===== src/logic/awpc_pkg.sv =====
/*
  Package for the standby power and wake control block: register offsets,
  field positions, reset values and the mouse wake state encoding.
  Assumes byte-wide registers on a 32-bit classic Wishbone bus, one word each.
*/
package awpc_pkg;
  // ==========================================================================
  // Register indices (byte address is four times the index)
  localparam logic [7:0] IDX_WAKE_CONTROL = 8'hE0;
  localparam logic [7:0] IDX_KB_WAKE_INDEX = 8'hE1;
  localparam logic [7:0] IDX_KB_WAKE_DATA = 8'hE2;
  localparam logic [7:0] IDX_EVENT_STATUS = 8'hE3;
  localparam logic [7:0] IDX_POWER_LOSS = 8'hE4;
  localparam logic [7:0] IDX_PORT_RESET_SRC = 8'hE5;
  localparam logic [7:0] IDX_MOUSE_CASE = 8'hE6;
  // ==========================================================================
  // Reset values
  localparam logic [7:0] RST_WAKE_CONTROL = 8'h01;
  localparam logic [7:0] RST_ZERO = 8'h00;
  localparam logic [7:0] RST_PORT_RESET_SRC = 8'h02;
  localparam logic [7:0] RST_MOUSE_CASE = 8'h1A;
  // ==========================================================================
  // Wake control fields
  localparam int WC_PANEL_BLOCK = 7;
  localparam int WC_KB_WAKE_EN = 6;
  localparam int WC_MS_WAKE_EN = 5;
  localparam int WC_MS_RIGHT = 4;
  localparam int WC_IR_WAKE_EN = 3;
  localparam int WC_KBMS_SWAP = 2;
  localparam int WC_MS_ANY = 1;
  localparam int WC_KB_ANY_CHAR = 0;
  // Event status fields
  localparam int ES_STANDBY = 4;
  localparam int ES_THERMAL = 3;
  localparam int ES_PANEL = 2;
  localparam int ES_MOUSE = 1;
  localparam int ES_KEYBOARD = 0;
  localparam logic [7:0] ES_MASK = 8'h1F;
  // Power-loss fields
  localparam int PL_MODE_HI = 6;
  localparam int PL_MODE_LO = 5;
  localparam int PL_STANDBY_SW = 4;
  localparam int PL_KB_ANY_KEY = 3;
  localparam int PL_HUNT = 2;
  localparam logic [7:0] PL_MASK = 8'h7C;
  localparam logic [1:0] PL_OFF = 2'h0;
  localparam logic [1:0] PL_ON = 2'h1;
  localparam logic [1:0] PL_PRESTATE = 2'h2;
  localparam logic [1:0] PL_USER = 2'h3;
  // Port reset source fields
  localparam int PR_PORT8 = 5;
  localparam int PR_PORT7 = 4;
  localparam int PR_PORT6 = 3;
  localparam int PR_RESETCON_EN = 2;
  localparam int PR_PG_FROM_S3 = 1;
  localparam int PR_PSU_PG_DIS = 0;
  localparam logic [7:0] PR_MASK = 8'h3F;
  // Mouse / case / socket fields
  localparam int MC_ANY_DATA = 7;
  localparam int MC_SOCKET = 6;
  localparam int MC_CASE0_CLR = 5;
  localparam int MC_LAST_STATE = 4;
  // ==========================================================================
  // Key storage
  localparam int KEY_DEPTH = 128;
  localparam logic [7:0] KEY_SET1 = 8'h00;
  localparam logic [7:0] KEY_INCOMING = 8'h10;
  localparam logic [7:0] KEY_SET2 = 8'h30;
  localparam logic [7:0] KEY_SET3 = 8'h40;
  localparam logic [3:0] KEY_LAST = 4'hE;
  // ==========================================================================
  // Mouse click detector states
  typedef enum logic [2:0] {
    AWPC_MS_IDLE = 3'b001,
    AWPC_MS_ONE = 3'b010,
    AWPC_MS_WAKE = 3'b100
  } awpc_ms_state_t;
endpackage


===== src/logic/awpc_top.sv =====
/*
  Standby power and wake control: panel switch gating, keyboard/mouse/IR
  wake onto the power switch output, read-clear event flags, power-loss
  restart policy, power-good routing and upper port reset selection.
  Assumes classic Wishbone master, inputs synchronous to clk_i, and the
  separate battery, resume, power-good and bus resets as active-high pulses.
*/
// Behaviour
// - Wake bit 7 blocks panel switch
// - Wake bit 6 enables keyboard wake
// - Wake bit 5 enables mouse wake
// - Any-data set: any activity or click
// - Any-data clear: button and click count
// - Wake bit 3 enables infrared wake
// - Wake bit 2 swaps keyboard and mouse
// - Any-char bit or stored sequence wakes
// - Index maps key sets and incoming keys
// - Data register accesses indexed key location
// - Event status flags clear on read
// - Power-loss bits choose restart policy
// - Supply on waits for S3 high
// - Power-loss bit 3 selects any key
// - Hunt bit self-clears on wake event
// - Port reset selects resume or S5
// - Bit 2 lets reset connector gate
// - Bit 1 selects power-good source
// - Bit 0 removes supply power-good control
// - Socket bit mirrors occupied input
// - Case clear bit self-returns to zero
// - Power-loss bits have separate resets
// - Last-state flag: 0 on, 1 off
`timescale 1ns/1ps
module awpc_top (
  input wire logic clk_i,
  input wire logic rst_i,
  input wire logic battery_reset_i,
  input wire logic resume_reset_i,
  input wire logic power_good_reset_i,
  input wire logic bus_reset_i,
  input wire logic wb_cyc_i,
  input wire logic wb_stb_i,
  input wire logic wb_we_i,
  input wire logic [9:0] wb_adr_i,
  input wire logic [3:0] wb_sel_i,
  input wire logic [31:0] wb_dat_i,
  output logic [31:0] wb_dat_o,
  output logic wb_ack_o,
  input wire logic panel_switch_input_i,
  input wire logic kb_key_valid_i,
  input wire logic [7:0] kb_key_i,
  input wire logic ms_left_click_i,
  input wire logic ms_right_click_i,
  input wire logic ms_move_i,
  input wire logic infrared_receiver_wake_i,
  input wire logic kb_port_clk_i,
  input wire logic ms_port_clk_i,
  input wire logic standby_supply_event_i,
  input wire logic thermal_shutdown_i,
  input wire logic sleep_s3_signal_i,
  input wire logic sleep_s5_signal_i,
  input wire logic pre_loss_state_on_i,
  input wire logic ac_return_i,
  input wire logic reset_connector_signal_n_i,
  input wire logic supply_power_good_input_i,
  input wire logic socket_occupied_input_i,
  output logic power_switch_output_n_o,
  output logic supply_on_output_n_o,
  output logic standby_switch_output_n_o,
  output logic power_good_output_o,
  output logic [2:0] port_reset_o,
  output logic kb_port_clk_o,
  output logic ms_port_clk_o,
  output logic case_intrusion0_clear_o
);
  logic [7:0] wake_control_reg;
  logic [7:0] kb_index_reg;
  logic [7:0] event_status_reg;
  logic [4:0] event_flags_reg;
  logic [7:0] power_loss_reg;
  logic [7:0] port_reset_src_reg;
  logic [7:0] mouse_case_reg;
  logic supply_on_req_reg;
  logic [7:0] idx;
  logic access;
  logic wr_en;
  logic rd_en;
  logic [7:0] rdata;
  logic [7:0] key_rdata;
  logic key_match;
  logic ms_wake;
  logic kb_wake;
  logic ir_wake;
  logic any_wake;
  logic [7:0] wdata;
  logic pg_source;
  logic pg_next;

  // ==========================================================================
  // Wishbone slave: one-cycle ack, byte lane 0 carries the register
  assign idx = wb_adr_i[9:2];
  assign access = wb_cyc_i && wb_stb_i && !wb_ack_o;
  assign wr_en = access && wb_we_i && wb_sel_i[0];
  assign rd_en = access && !wb_we_i;
  assign wdata = wb_dat_i[7:0];

  always_comb begin
    case (idx)
      awpc_pkg::IDX_WAKE_CONTROL: rdata = wake_control_reg;
      awpc_pkg::IDX_KB_WAKE_INDEX: rdata = kb_index_reg;
      awpc_pkg::IDX_KB_WAKE_DATA: rdata = key_rdata;
      awpc_pkg::IDX_EVENT_STATUS: rdata = event_status_reg;
      awpc_pkg::IDX_POWER_LOSS: rdata = power_loss_reg;
      awpc_pkg::IDX_PORT_RESET_SRC: rdata = port_reset_src_reg;
      awpc_pkg::IDX_MOUSE_CASE: rdata = mouse_case_reg;
      default: rdata = awpc_pkg::RST_ZERO;
    endcase
  end

  always_ff @(posedge clk_i) begin
    if (rst_i) begin
      wb_ack_o <= 1'b0;
      wb_dat_o <= 32'h0000_0000;
    end else begin
      wb_ack_o <= access;
      wb_dat_o <= rd_en ? {24'h00_0000, rdata} : 32'h0000_0000;
    end
  end

  // ==========================================================================
  // Sub-blocks
  awpc_key_store u_keys (
    .clk_i(clk_i),
    .rst_i(rst_i || resume_reset_i),
    .index_i(kb_index_reg),
    .wr_i(wr_en && idx == awpc_pkg::IDX_KB_WAKE_DATA),
    .wdata_i(wdata),
    .rdata_o(key_rdata),
    .key_valid_i(kb_key_valid_i),
    .key_i(kb_key_i),
    .match_o(key_match)
  );

  awpc_mouse_detect u_mouse (
    .clk_i(clk_i),
    .rst_i(rst_i || resume_reset_i),
    .any_data_i(mouse_case_reg[awpc_pkg::MC_ANY_DATA]),
    .right_sel_i(wake_control_reg[awpc_pkg::WC_MS_RIGHT]),
    .any_sel_i(wake_control_reg[awpc_pkg::WC_MS_ANY]),
    .left_click_i(ms_left_click_i),
    .right_click_i(ms_right_click_i),
    .move_i(ms_move_i),
    .wake_o(ms_wake)
  );

  // ==========================================================================
  // Wake sources; either any-character bit allows any key
  assign kb_wake = wake_control_reg[awpc_pkg::WC_KB_WAKE_EN] &&
    ((kb_key_valid_i && (wake_control_reg[awpc_pkg::WC_KB_ANY_CHAR] ||
    power_loss_reg[awpc_pkg::PL_KB_ANY_KEY])) || key_match);
  assign ir_wake = wake_control_reg[awpc_pkg::WC_IR_WAKE_EN] && infrared_receiver_wake_i;
  assign any_wake = kb_wake || (wake_control_reg[awpc_pkg::WC_MS_WAKE_EN] && ms_wake) || ir_wake;

  // ==========================================================================
  // Control registers, battery backed or resume reset
  always_ff @(posedge clk_i) begin
    if (rst_i || battery_reset_i) begin
      wake_control_reg <= awpc_pkg::RST_WAKE_CONTROL;
    end else if (wr_en && idx == awpc_pkg::IDX_WAKE_CONTROL) begin
      wake_control_reg <= wdata;
    end
  end

  always_ff @(posedge clk_i) begin
    if (rst_i || resume_reset_i) begin
      kb_index_reg <= awpc_pkg::RST_ZERO;
    end else if (wr_en && idx == awpc_pkg::IDX_KB_WAKE_INDEX) begin
      kb_index_reg <= wdata;
    end
  end

  always_ff @(posedge clk_i) begin
    if (rst_i || resume_reset_i) begin
      port_reset_src_reg <= awpc_pkg::RST_PORT_RESET_SRC;
    end else if (wr_en && idx == awpc_pkg::IDX_PORT_RESET_SRC) begin
      port_reset_src_reg <= wdata & awpc_pkg::PR_MASK;
    end
  end

  // Per-field resets; hunt bit self-clears on any captured wake
  always_ff @(posedge clk_i) begin
    if (rst_i || battery_reset_i) begin
      power_loss_reg <= awpc_pkg::RST_ZERO;
    end else begin
      if (wr_en && idx == awpc_pkg::IDX_POWER_LOSS) begin
        power_loss_reg <= wdata & awpc_pkg::PL_MASK;
      end
      if (power_good_reset_i) begin
        power_loss_reg[awpc_pkg::PL_STANDBY_SW] <= 1'b0;
      end
      if (bus_reset_i) begin
        power_loss_reg[awpc_pkg::PL_KB_ANY_KEY] <= 1'b0;
        power_loss_reg[awpc_pkg::PL_HUNT] <= 1'b0;
      end else if (power_loss_reg[awpc_pkg::PL_HUNT] && any_wake) begin
        power_loss_reg[awpc_pkg::PL_HUNT] <= 1'b0;
      end
    end
  end

  // Socket bit is live, clear bit pulses for one cycle only
  always_ff @(posedge clk_i) begin
    if (rst_i || battery_reset_i) begin
      mouse_case_reg <= awpc_pkg::RST_MOUSE_CASE;
    end else begin
      if (resume_reset_i) begin
        mouse_case_reg[awpc_pkg::MC_ANY_DATA] <= awpc_pkg::RST_MOUSE_CASE[awpc_pkg::MC_ANY_DATA];
      end else if (wr_en && idx == awpc_pkg::IDX_MOUSE_CASE) begin
        mouse_case_reg[awpc_pkg::MC_ANY_DATA] <= wdata[awpc_pkg::MC_ANY_DATA];
        mouse_case_reg[awpc_pkg::MC_LAST_STATE] <= wdata[awpc_pkg::MC_LAST_STATE];
        mouse_case_reg[3:0] <= wdata[3:0];
      end
      mouse_case_reg[awpc_pkg::MC_SOCKET] <= socket_occupied_input_i;
      mouse_case_reg[awpc_pkg::MC_CASE0_CLR] <= wr_en && idx == awpc_pkg::IDX_MOUSE_CASE &&
        wdata[awpc_pkg::MC_CASE0_CLR] && !mouse_case_reg[awpc_pkg::MC_CASE0_CLR];
    end
  end

  // ==========================================================================
  // Event flags: set wins over the read clear
  generate
    for (genvar b = 0; b < 5; b++) begin : g_flags
      logic ev;
      always_comb begin
        case (b)
          awpc_pkg::ES_STANDBY: ev = standby_supply_event_i;
          awpc_pkg::ES_THERMAL: ev = thermal_shutdown_i;
          awpc_pkg::ES_PANEL: ev = panel_switch_input_i;
          awpc_pkg::ES_MOUSE: ev = ms_wake && wake_control_reg[awpc_pkg::WC_MS_WAKE_EN];
          default: ev = kb_wake;
        endcase
      end
      always_ff @(posedge clk_i) begin
        if (rst_i || battery_reset_i) begin
          event_flags_reg[b] <= 1'b0;
        end else if (ev) begin
          event_flags_reg[b] <= 1'b1;
        end else if (rd_en && idx == awpc_pkg::IDX_EVENT_STATUS) begin
          event_flags_reg[b] <= 1'b0;
        end
      end
    end
  endgenerate
  // Flags live in their own register so the reserved bits have a single driver
  assign event_status_reg = {3'h0, event_flags_reg};

  // ==========================================================================
  // Power switch: panel press or any enabled wake pulls it low, whether or not the hunt bit is set
  always_ff @(posedge clk_i) begin
    if (rst_i) begin
      power_switch_output_n_o <= 1'b1;
    end else begin
      power_switch_output_n_o <= !((panel_switch_input_i && !wake_control_reg[awpc_pkg::WC_PANEL_BLOCK]) ||
        (any_wake && power_loss_reg[awpc_pkg::PL_HUNT]) || any_wake);
    end
  end

  // Restart decision latched when AC returns; a power switch press asks for it too
  always_ff @(posedge clk_i) begin
    if (rst_i || battery_reset_i) begin
      supply_on_req_reg <= 1'b0;
    end else if (ac_return_i) begin
      case (power_loss_reg[awpc_pkg::PL_MODE_HI:awpc_pkg::PL_MODE_LO])
        awpc_pkg::PL_ON: supply_on_req_reg <= 1'b1;
        awpc_pkg::PL_PRESTATE: supply_on_req_reg <= pre_loss_state_on_i;
        awpc_pkg::PL_USER: supply_on_req_reg <= !mouse_case_reg[awpc_pkg::MC_LAST_STATE];
        default: supply_on_req_reg <= 1'b0;
      endcase
    end else if (!power_switch_output_n_o) begin
      supply_on_req_reg <= 1'b1;
    end
  end

  always_ff @(posedge clk_i) begin
    if (rst_i) begin
      supply_on_output_n_o <= 1'b1;
      standby_switch_output_n_o <= 1'b1;
    end else begin
      supply_on_output_n_o <= !(sleep_s3_signal_i && supply_on_req_reg);
      standby_switch_output_n_o <= !(power_loss_reg[awpc_pkg::PL_STANDBY_SW] && !sleep_s3_signal_i);
    end
  end

  // ==========================================================================
  // Power-good routing
  assign pg_source = port_reset_src_reg[awpc_pkg::PR_PG_FROM_S3] ? sleep_s3_signal_i :
    !supply_on_output_n_o;
  assign pg_next = pg_source &&
    (port_reset_src_reg[awpc_pkg::PR_PSU_PG_DIS] || supply_power_good_input_i) &&
    (!port_reset_src_reg[awpc_pkg::PR_RESETCON_EN] || reset_connector_signal_n_i);

  always_ff @(posedge clk_i) begin
    if (rst_i) begin
      power_good_output_o <= 1'b0;
      port_reset_o <= 3'h7;
      kb_port_clk_o <= 1'b1;
      ms_port_clk_o <= 1'b1;
      case_intrusion0_clear_o <= 1'b0;
    end else begin
      power_good_output_o <= pg_next;
      port_reset_o[2] <= port_reset_src_reg[awpc_pkg::PR_PORT8] ? sleep_s5_signal_i : resume_reset_i;
      port_reset_o[1] <= port_reset_src_reg[awpc_pkg::PR_PORT7] ? sleep_s5_signal_i : resume_reset_i;
      port_reset_o[0] <= port_reset_src_reg[awpc_pkg::PR_PORT6] ? sleep_s5_signal_i : resume_reset_i;
      kb_port_clk_o <= wake_control_reg[awpc_pkg::WC_KBMS_SWAP] ? ms_port_clk_i : kb_port_clk_i;
      ms_port_clk_o <= wake_control_reg[awpc_pkg::WC_KBMS_SWAP] ? kb_port_clk_i : ms_port_clk_i;
      case_intrusion0_clear_o <= mouse_case_reg[awpc_pkg::MC_CASE0_CLR];
    end
  end

  // ==========================================================================
  // Checks
  hunt_clear_a: assert property (@(posedge clk_i) disable iff (rst_i)
    power_loss_reg[awpc_pkg::PL_HUNT] && any_wake && !wr_en |=> !power_loss_reg[awpc_pkg::PL_HUNT])
    else $error("hunt bit not cleared");
  flag_read_a: assert property (@(posedge clk_i) disable iff (rst_i || battery_reset_i)
    rd_en && idx == awpc_pkg::IDX_EVENT_STATUS && !thermal_shutdown_i |=> !event_status_reg[awpc_pkg::ES_THERMAL])
    else $error("status not cleared by read");
  flag_hold_a: assert property (@(posedge clk_i) disable iff (rst_i || battery_reset_i)
    event_status_reg[awpc_pkg::ES_PANEL] && !(rd_en && idx == awpc_pkg::IDX_EVENT_STATUS)
    |=> event_status_reg[awpc_pkg::ES_PANEL])
    else $error("status flag lost");
  panel_gate_a: assert property (@(posedge clk_i) disable iff (rst_i)
    panel_switch_input_i && !wake_control_reg[awpc_pkg::WC_PANEL_BLOCK] |=> !power_switch_output_n_o)
    else $error("panel switch not passed");
  supply_s3_a: assert property (@(posedge clk_i) disable iff (rst_i)
    !sleep_s3_signal_i |=> supply_on_output_n_o)
    else $error("supply on without S3");
  socket_a: assert property (@(posedge clk_i) disable iff (rst_i || battery_reset_i)
    ##1 mouse_case_reg[awpc_pkg::MC_SOCKET] == $past(socket_occupied_input_i))
    else $error("socket bit wrong");
  case_clear_a: assert property (@(posedge clk_i) disable iff (rst_i || battery_reset_i)
    mouse_case_reg[awpc_pkg::MC_CASE0_CLR] |=> !mouse_case_reg[awpc_pkg::MC_CASE0_CLR])
    else $error("case clear stuck");
  pg_psu_a: assert property (@(posedge clk_i) disable iff (rst_i)
    !port_reset_src_reg[awpc_pkg::PR_PSU_PG_DIS] && !supply_power_good_input_i |=> !power_good_output_o)
    else $error("power good without supply");
  ack_once_a: assert property (@(posedge clk_i) disable iff (rst_i)
    wb_ack_o |=> !wb_ack_o)
    else $error("ack longer than one cycle");
endmodule


===== src/logic/awpc_key_store.sv =====
/*
  Key-combination storage behind the index/data pair, with the incoming
  key recorder and the sequence matcher for wake key set one.
  Assumes one received key code per kb_key_valid_i pulse.
*/
`timescale 1ns/1ps
module awpc_key_store (
  input wire logic clk_i,
  input wire logic rst_i,
  input wire logic [7:0] index_i,
  input wire logic wr_i,
  input wire logic [7:0] wdata_i,
  output logic [7:0] rdata_o,
  input wire logic key_valid_i,
  input wire logic [7:0] key_i,
  output logic match_o
);
  logic [7:0] mem [awpc_pkg::KEY_DEPTH];
  logic [3:0] rec_ptr_reg;
  logic [3:0] match_ptr_reg;
  logic [7:0] rec_addr;
  logic [7:0] set_addr;

  assign rec_addr = awpc_pkg::KEY_INCOMING + {4'h0, rec_ptr_reg};
  assign set_addr = awpc_pkg::KEY_SET1 + {4'h0, match_ptr_reg};
  // Data port sees the location chosen by the index
  assign rdata_o = mem[index_i[6:0]];
  assign match_o = key_valid_i && (key_i == mem[set_addr[6:0]]) && (match_ptr_reg == awpc_pkg::KEY_LAST);

  // ==========================================================================
  // Storage; a host write wins and the recorder skips its write that cycle
  always_ff @(posedge clk_i) begin
    if (wr_i) begin
      mem[index_i[6:0]] <= wdata_i;
    end else if (key_valid_i) begin
      mem[rec_addr[6:0]] <= key_i;
    end
  end

  always_ff @(posedge clk_i) begin
    if (rst_i) begin
      rec_ptr_reg <= 4'h0;
    end else if (key_valid_i) begin
      rec_ptr_reg <= (rec_ptr_reg == awpc_pkg::KEY_LAST) ? 4'h0 : rec_ptr_reg + 4'h1;
    end
  end

  // Sequence must arrive in order; a wrong key restarts the search
  always_ff @(posedge clk_i) begin
    if (rst_i) begin
      match_ptr_reg <= 4'h0;
    end else if (key_valid_i) begin
      if (key_i != mem[set_addr[6:0]] || match_ptr_reg == awpc_pkg::KEY_LAST) begin
        match_ptr_reg <= 4'h0;
      end else begin
        match_ptr_reg <= match_ptr_reg + 4'h1;
      end
    end
  end
endmodule


===== src/logic/awpc_mouse_detect.sv =====
/*
  Mouse wake event detector: decodes the three select bits into one or
  two clicks of a chosen button, one click of either button, or any activity.
  Assumes click and move inputs are one-cycle pulses.
*/
`timescale 1ns/1ps
module awpc_mouse_detect (
  input wire logic clk_i,
  input wire logic rst_i,
  input wire logic any_data_i,
  input wire logic right_sel_i,
  input wire logic any_sel_i,
  input wire logic left_click_i,
  input wire logic right_click_i,
  input wire logic move_i,
  output logic wake_o
);
  awpc_pkg::awpc_ms_state_t state_reg;
  awpc_pkg::awpc_ms_state_t state_next;
  logic click;
  logic direct;

  assign click = right_sel_i ? right_click_i : left_click_i;
  always_comb begin
    if (any_data_i) begin
      direct = any_sel_i ? (left_click_i | right_click_i | move_i) : (left_click_i | right_click_i);
    end else begin
      direct = any_sel_i && click;
    end
  end

  // ==========================================================================
  // Two-click counter, used only with any-data clear and any-select clear
  always_comb begin
    state_next = state_reg;
    case (state_reg)
      awpc_pkg::AWPC_MS_IDLE: begin
        if (direct) begin
          state_next = awpc_pkg::AWPC_MS_WAKE;
        end else if (!any_data_i && !any_sel_i && click) begin
          state_next = awpc_pkg::AWPC_MS_ONE;
        end
      end
      awpc_pkg::AWPC_MS_ONE: begin
        if (click) begin
          state_next = awpc_pkg::AWPC_MS_WAKE;
        end
      end
      awpc_pkg::AWPC_MS_WAKE: state_next = awpc_pkg::AWPC_MS_IDLE;
      default: state_next = awpc_pkg::AWPC_MS_IDLE;
    endcase
  end

  always_ff @(posedge clk_i) begin
    if (rst_i) begin
      state_reg <= awpc_pkg::AWPC_MS_IDLE;
    end else begin
      state_reg <= state_next;
    end
  end
  assign wake_o = (state_reg == awpc_pkg::AWPC_MS_WAKE);
endmodule


===== config.mk =====
export PLATFORM = sky130hd
export DESIGN_NAME = awpc_top
export DESIGN_NICKNAME = d
export VERILOG_FILES = /design/src/logic/awpc_pkg.sv /design/src/logic/awpc_top.sv /design/src/logic/awpc_key_store.sv /design/src/logic/awpc_mouse_detect.sv
export SDC_FILE = /design/constraint.sdc
export NUM_CORES = 1
export LEC_CHECK = 0
export BUFFER_PORTS_ARGS = -buffer_cell sky130_fd_sc_hd__buf_2
export CORE_MARGIN = 5
export CORE_UTILIZATION = 50
export CTS_CLUSTER_SIZE = 14
export DETAILED_ROUTE_END_ITERATION = 8
export PLACE_DENSITY = 0.63
export SLEW_MARGIN = 20
export SYNTH_ARGS = -nofsm -noshare
export SYNTH_HDL_FRONTEND = slang
export SYNTH_SLANG_ARGS = --single-unit

===== constraint.sdc =====
create_clock -name clk_i -period 7.8 [get_ports clk_i]
set_input_delay 0.39 -clock clk_i [delete_from_list [all_inputs] [get_ports clk_i]]
set_output_delay 0.39 -clock clk_i [all_outputs]
set_load 0.01 [all_outputs]

==> results.py, run 1 <==
metrics = {
    "global_routing": {
        "grt_max_degree": 153,
        "grt_pass1_vias": 22500,
        "grt_remaining_overflow": 0,
        "grt_use_total_pct": 22.5,
        "grt_pass1_wl_mm": 157,
        "antenna_found_initial": 1,
    },
    "run_status": {
        "outcome": "finished, final reports clean",
    },
    "sta": {
        "fin_crit_ps": 4410,
        "skew_ps": 26.9,
        "setup_tns_ps": 0,
        "rsz0062_at_grt": "false",
        "tightest_slew_ps": 1140,
        "slew_violations": 0,
        "fmax_ghz": 0.227,
        "fin_crit_sh_pct": 56.6,
        "hold_violations": 0,
        "worst_slack_ps": 3390,
        "whs_ps": 48.8,
        "setup_violations": 0,
        "relSlewSlack_pct": 23.8,
    },
    "route": {
        "drt_first_pass_iters": 5,
        "drc": 0,
        "wl_per_cell_um": 29.9,
        "first_iter_violations": 2619,
        "viasPerCell": 6.29,
        "vias": 22400,
        "routed_wl_mm": 107,
        "ant_nets": 0,
    },
    "cts": {
        "ctsResizeCount": 0,
        "path_clk_slew_ps": 60,
        "cts-root-buf": "clkbuf_16",
        "cts_buffer_depth": 3,
        "clk_latency_ps": 680,
        "cts_made_buffers": 110,
        "cts.sinks": 1106,
        "cts_tree": "done",
        "cts_max_level": 3,
    },
    "critical_path": {
        "rrSetupSlack_ps": 3390,
        "crit_type": "reg -> reg",
        "cp.required_ps": 8090,
        "worstPathArrival_ps": 4710,
        "start_kind": "register",
        "r2r-end": "u_keys.mem[10][5]$_DFFE_PP_",
        "reg2reg_from": "wb_ack_o$_SDFF_PP0_",
        "path_max_fanout": 31,
        "rr_worst_depth": 8,
        "worstSetupEndpointType": "register",
    },
    "logic_synthesis": {
        "synthTopCellsByCount": "edfxtp_1, mux4_2, nor2_1",
        "synthTopCellsByArea": "edfxtp_1, mux4_2, dfxtp_1",
        "synthAdderAreaFrac_pct": 0.0565,
        "ys_seq_area_share_pct": 73.1,
        "synthMuxAreaShare_pct": 18.9,
        "syn_area_per_cell_sq_um": 20.1,
        "ys_warn_count": 0,
        "synthFlopType": "edfxtp_1",
        "yosysMostFrequentCell": "edfxtp_1",
        "synth_top_area_share_pct": 69.4,
        "synth_edf_count": 1024,
        "synth_xor_area_share_pct": 0.138,
        "synth_top_area_cell": "edfxtp_1",
        "synth-seq-cells": 1106,
        "ys_types": 56,
        "synthCells": 2209,
        "synth_compound_area_share_pct": 2.09,
        "async_flop_share_pct": 0,
        "syn_area_sq_mm": 0.0443,
        "synthSimpleGateAreaFrac_pct": 3.95,
        "synth_top_family_by_area": "multiplexers",
    },
    "pwr": {
        "p_leak_uw": 0.0148,
        "power_per_cell_area_mw_per_mm2": 241,
        "total_power_uw": 11900,
        "max-vdd-ir-drop_mv": 0.158,
    },
    "place": {
        "port_buffers": 69,
        "dp_slack_ps": 3080,
        "gp_congestion": 0.886,
        "hpwl_mm": 65.8,
    },
    "worst_hold_path": {
        "timing.hold.worst.class": "in -> reg",
        "min-delay-start": "supply_power_good_input_i",
        "hold_depth": 3,
        "holdPathEnd": "power_good_output_o$_SDFF_PP0_",
    },
    "floorplan": {
        "core_region_area_sq_mm": 0.0882,
        "boundaryPins": 123,
        "initial_core_util_pct": 50.2,
        "dieArea_sq_mm": 0.0947,
        "dieHeight_um": 308,
        "rows": 109,
        "dieWidth_um": 308,
    },
    "cells_and_area": {
        "postLayoutCoreUtil_pct": 56.1,
        "area_growth_pct": 11.7,
        "diodes": 0,
        "drive_gt1_share_pct": 26.3,
        "largest_register_ffs": 1024,
        "nets": 2390,
    },
    "job": {
        "cap_violations": 0,
    },
}
cells by family (layout without fill, tap and decap cells):
family                   Yosys count  count (layout)
AO/OA/AOI/OAI                    139             139
XOR/XNOR                           7               7
adder cells (fa/ha/maj)            2               2
buffers and inverters            157             326
flip-flops                      1106            1106
multiplexers                     406             406
other                              1              24
AND/OR/NAND/NOR                  391             391
worst max-delay path, cell delays in order (launching register included):
cell	delay (ps)
dfxtp_1	310
nand3b_1	290
nor2_2	160
buf_4	320
a31oi_2	130
buf_4	240
mux2i_1	550
nand3_2	880
nor2_1	1090
layer usage:
metal	track usage, %	share of wire [%]	up-vias
li1	-	-	9299
met1	33.6	42	12000
met2	35.5	48	994
met3	3.84	7.5	145
met4	5.75	2.3	2
met5	0	0.012	-
power by group:
group / switching (uW) / internal, uW / leakage (uW)
logic: 207 / 44.5 / 0.00319
registers: 3.85 / 6530 / 0.00987
clock network: 2200 / 2950 / 0.00172
timing repair:
action / 4_1_cts / 5_1_grt
setup endpoints to repair: 0 / 0
endpoints found under the hold margin: 24 / 0
hold buffers: 15 / 0
buffers inserted: 0 / 0
per-stage QoR:
stage                     std cells  cell area, sq um
after CTS                      3566             49500
after global routing           3566             49500
final                          3566             49500
after global placement         3346             45800
after detailed placement       3346             45800
after floorplan                2232             44400
area by class of cell:
class	count	area [sq um]
fill	6499	38700
sequential	1106	32400
multi-input combinational	969	11300
clock buffer	150	3020
tap	1165	1460
timing repair buffer	112	734
clock inverter	55	508
inverter	9	33.8
worst max path at each step:
stage                     slack, ps                     endpoint  cells past startpoint           startpoint
after floorplan                 560   u_keys.mem[0][1]$_DFFE_PP_                      6          wb_adr_i[6]
final                          3390  u_keys.mem[10][5]$_DFFE_PP_                      8  wb_ack_o$_SDFF_PP0_
after global routing           3220  u_keys.mem[10][5]$_DFFE_PP_                      8  wb_ack_o$_SDFF_PP0_
after detailed placement       3080  u_keys.mem[10][7]$_DFFE_PP_                      8          wb_adr_i[6]
after CTS                      3450  u_keys.mem[10][0]$_DFFE_PP_                      8  wb_ack_o$_SDFF_PP0_
after global placement         3210   u_keys.mem[2][2]$_DFFE_PP_                      8          wb_adr_i[6]
placed cells by master (no fill, tap or decap), types with 7 or more instances in the layout:
| cell | n |
|---|---|
| nor2_1 | 163 |
| clkbuf_1 | 32 |
| mux2i_1 | 51 |
| nor2b_1 | 14 |
| nand2_1 | 88 |
| buf_2 | 69 |
| a22oi_1 | 15 |
| o21ai_0 | 14 |
| nand3_1 | 53 |
| nand2_4 | 7 |
| a221o_1 | 7 |
| buf_4 | 25 |
| bufinv_16 | 7 |
| dlygate4sd3_1 | 15 |
| conb_1 | 24 |
| mux4_2 | 345 |
| o22ai_1 | 9 |
| dfxtp_1 | 77 |
| clkinv_2 | 19 |
| nand3b_1 | 8 |
| a22o_1 | 8 |
| a21oi_1 | 45 |
| edfxtp_1 | 1024 |
| mux2_2 | 10 |
| clkbuf_16 | 113 |
| inv_1 | 8 |
| nor3_1 | 14 |
| clkinv_1 | 19 |
No activity file was read; power rests on OpenSTA's default activity.
==> inputs of run 2 (changes only) <==
--- a/config.mk
+++ b/config.mk
@@ -5,6 +5,7 @@
 export SDC_FILE = /design/constraint.sdc
 export NUM_CORES = 1
 export LEC_CHECK = 0
+export ABC_AREA = 1
 export BUFFER_PORTS_ARGS = -buffer_cell sky130_fd_sc_hd__buf_2
 export CORE_MARGIN = 5
 export CORE_UTILIZATION = 50
==> constraint.sdc (replaced) <==
create_clock -name clk_i -period 4.45 [get_ports clk_i]
set_input_delay 0.2225 -clock clk_i [delete_from_list [all_inputs] [get_ports clk_i]]
set_output_delay 0.2225 -clock clk_i [all_outputs]
set_load 0.01 [all_outputs]
==> run 2 against run 1 <==
Net effect: first-iteration DRC count increased by 52%; count of clock-buffer cells in the layout decreased by 11; cell count increased by 51%; hold slack got worse by 3.5 ps; sequential power increased by 76%; cell area increased by 3.7%; non-clock buffer count increased by 83; clock power increased by 67%; largest cell class unchanged.
==> results.py, run 2 <==
metrics = {
    "route": {
        "viasPerCell": 5.88,
        "ant_nets": 0,
        "routed_wl_mm": 124,
        "vias": 31600,
        "first_iter_violations": 3977,
        "drt_first_pass_iters": 6,
        "drc": 0,
        "wl_per_cell_um": 23.0,
    },
    "sta": {
        "fin_crit_ps": 3990,
        "relSlewSlack_pct": 25.5,
        "fin_crit_sh_pct": 89.7,
        "slew_violations": 0,
        "rsz0062_at_grt": "false",
        "setup_violations": 0,
        "setup_tns_ps": 0,
        "skew_ps": 19.6,
        "fmax_ghz": 0.251,
        "tightest_slew_ps": 1110,
        "hold_violations": 0,
        "worst_slack_ps": 458,
    },
    "logic_synthesis": {
        "ys_warn_count": 0,
        "synthFlopType": "edfxtp_1",
        "yosysMostFrequentCell": "edfxtp_1",
        "async_flop_share_pct": 0,
        "syn_area_sq_mm": 0.0459,
        "synthTopCellsByCount": "edfxtp_1, nor2_1, o21ai_0",
        "synth_edf_count": 1024,
        "synthCells": 4060,
        "ys_types": 45,
        "ys_seq_area_share_pct": 70.6,
        "synthTopCellsByArea": "edfxtp_1, o21ai_0, nor2_1",
        "synth_top_area_share_pct": 67.0,
        "synth_top_area_cell": "edfxtp_1",
        "syn_area_per_cell_sq_um": 11.3,
        "synth-seq-cells": 1106,
    },
    "cts": {
        "cts_max_level": 3,
        "cts.sinks": 1106,
        "clk_latency_ps": 680,
        "cts_tree": "done",
        "cts-root-buf": "clkbuf_16",
        "ctsResizeCount": 0,
        "cts_buffer_depth": 3,
        "path_clk_slew_ps": 60,
        "cts_made_buffers": 108,
    },
    "floorplan": {
        "dieWidth_um": 313,
        "initial_core_util_pct": 50.2,
        "rows": 111,
        "boundaryPins": 123,
        "core_region_area_sq_mm": 0.0914,
        "dieArea_sq_mm": 0.0980,
        "dieHeight_um": 313,
    },
    "cells_and_area": {
        "most-common-layout-cells": "edfxtp_1, nor2_1, o21ai_0, nand2_1, o22ai_1",
        "postLayoutCoreUtil_pct": 56.2,
        "nets": 4187,
        "area_growth_pct": 11.9,
        "largest_register_ffs": 1024,
        "drive_gt1_share_pct": 8.40,
        "final_common_cell": "edfxtp_1",
        "diodes": 0,
    },
    "pwr": {
        "power_per_cell_area_mw_per_mm2": 402,
        "seqPwrFrac_pct": 55.6,
        "swShare_pct": 20.8,
        "pwr-share-clk_pct": 41.6,
        "p_switching_uw": 4290,
        "comb_power_share_pct": 2.8,
        "p_leak_uw": 0.0176,
        "cellInternalPower_uw": 16300,
        "max-vdd-ir-drop_mv": 0.355,
    },
    "critical_path": {
        "start_kind": "input pin",
        "slowest_stage": "dlygate4sd3_1",
        "crit_type": "in -> reg",
        "path_buf_inv": 5,
        "worstPathArrival_ps": 4300,
        "path_max_fanout": 24,
        "worstSetupEndpointType": "register",
        "cpLargestDelayFamily": "simple AND/OR/NAND/NOR gates",
        "cp.required_ps": 4750,
        "path_common_cell": "nand2_1",
        "crit_path_max_incr_delay_ps": 550,
        "cp_cell_sequence": "dlygate4sd3_1 > buf_2 > nand2_1 > dlygate4sd3_1 > nor2_1 > nand4_4 > nand2_4 > nand2_1 > o21ai_2 > inv_2 > nor3_2 > nand2_1 > buf_4 > nor2_1",
    },
    "global_routing": {
        "grt_pass1_vias": 29500,
        "busiest_layer": "met2",
        "grt_remaining_overflow": 0,
        "grt_max_degree": 197,
        "met2_usage_pct": 38.8,
        "grt_pass1_wl_mm": 183,
        "met1_usage_pct": 34.9,
        "grt_use_total_pct": 24.5,
        "grtUsageMet3_pct": 3.46,
        "antenna_found_initial": 0,
    },
    "place": {
        "dp_slack_ps": 626,
        "port_buffers": 69,
        "gp_congestion": 0.901,
        "hpwl_mm": 71.3,
    },
    "worst_hold_path": {
        "timing.hold.worst.class": "in -> reg",
    },
    "job": {
        "cap_violations": 0,
    },
    "run_status": {
        "outcome": "finished, final reports clean",
    },
}
==> run 2: cell count changes in the layout (fill, tap and decap cells not counted), sizes merged, moves of 134 or more <==
cell / change
nor2: +567
o22ai: +233
mux4: -345
nand2: +437
inv: +134
o21ai: +617
nand3: +146
==> run 2: worst min-delay path, delay by kind of cell <==
kind	cells	cell delay, ps
buffers and inverters	1	100
and+or+nand+nor	2	280
AOI/OAI and AO/OA	1	70
==> run 2: path summary, 6_finish.rpt <==
kind,from,endpoint,slack [ps],cells past startpoint
min reg2reg,supply_on_req_reg$_SDFFE_PP0P_,supply_on_output_n_o$_SDFF_PP1_,410,1
min,wb_adr_i[5],wb_dat_o[3]$_SDFF_PP0_,50,4
max,wb_stb_i,u_keys.mem[21][2]$_DFFE_PP_,460,14
max reg2reg,wb_ack_o$_SDFF_PP0_,u_keys.mem[21][2]$_DFFE_PP_,910,10
==> run 2: cells by family (layout without fill, tap and decap cells) <==
logic type / after synthesis / after routing / synth area share, %
simple gates: 1496 / 1496 / 13.2
flops: 1106 / 1106 / 70.6
compound gates: 1026 / 1026 / 12.3
buf+inv: 426 / 533 / 3.88
fa+ha+maj: 2 / 2 / 0.0545
xor+xnor: 2 / 2 / 0.0382
other cells: 1 / 24 / 0.00817
mux: 1 / 1 / 0.0218
==> run 2: final cells by class <==
type / count / area (sq um)
inverters: 143 / 554
well taps: 1186 / 1480
clock inverters: 56 / 427
fillers: 7591 / 40000
flip-flops and latches: 1106 / 32400
multi-input cells: 2551 / 11900
clock buffers: 139 / 2850
repair buffers: 195 / 1720
==> run 2: through the flow <==
step           instances  power, uW  hold slack [ps]  instance area (sq um)
2_1_floorplan       4083      12000              309                  46000
4_1_cts             5374      20700             12.1                  51300
3_5_place_dp        5142      12200              393                  47600
5_1_grt             5376      21200             56.2                  51400
6_report            5376      20600             45.3                  51400
3_3_place_gp        5142      12200              386                  47600
==> run 2: per-layer routing <==
layer / part of all wire, % / vias up / wire length [um]
met1: 42 / 15300 / 51700
li1: - / 14600 / -
met3: 7.8 / 265 / 9620
met4: 3.8 / 0 / 4690
met2: 47 / 1436 / 57800
met5: 0 / - / 0
==> run 2: power by group through the flow <==
stage,clock network (uW),registers [uW],logic (uW)
6_report,8580,11500,580
5_1_grt,9150,11500,621
4_1_cts,8670,11500,570
3_5_place_dp,0,11700,547
3_3_place_gp,0,11700,540
2_1_floorplan,0,11700,261
==> run 2: repair_timing <==
item,in CTS,in global routing
endpoints found under the hold margin,61,0
hold buffers,37,0
buffers inserted,0,0
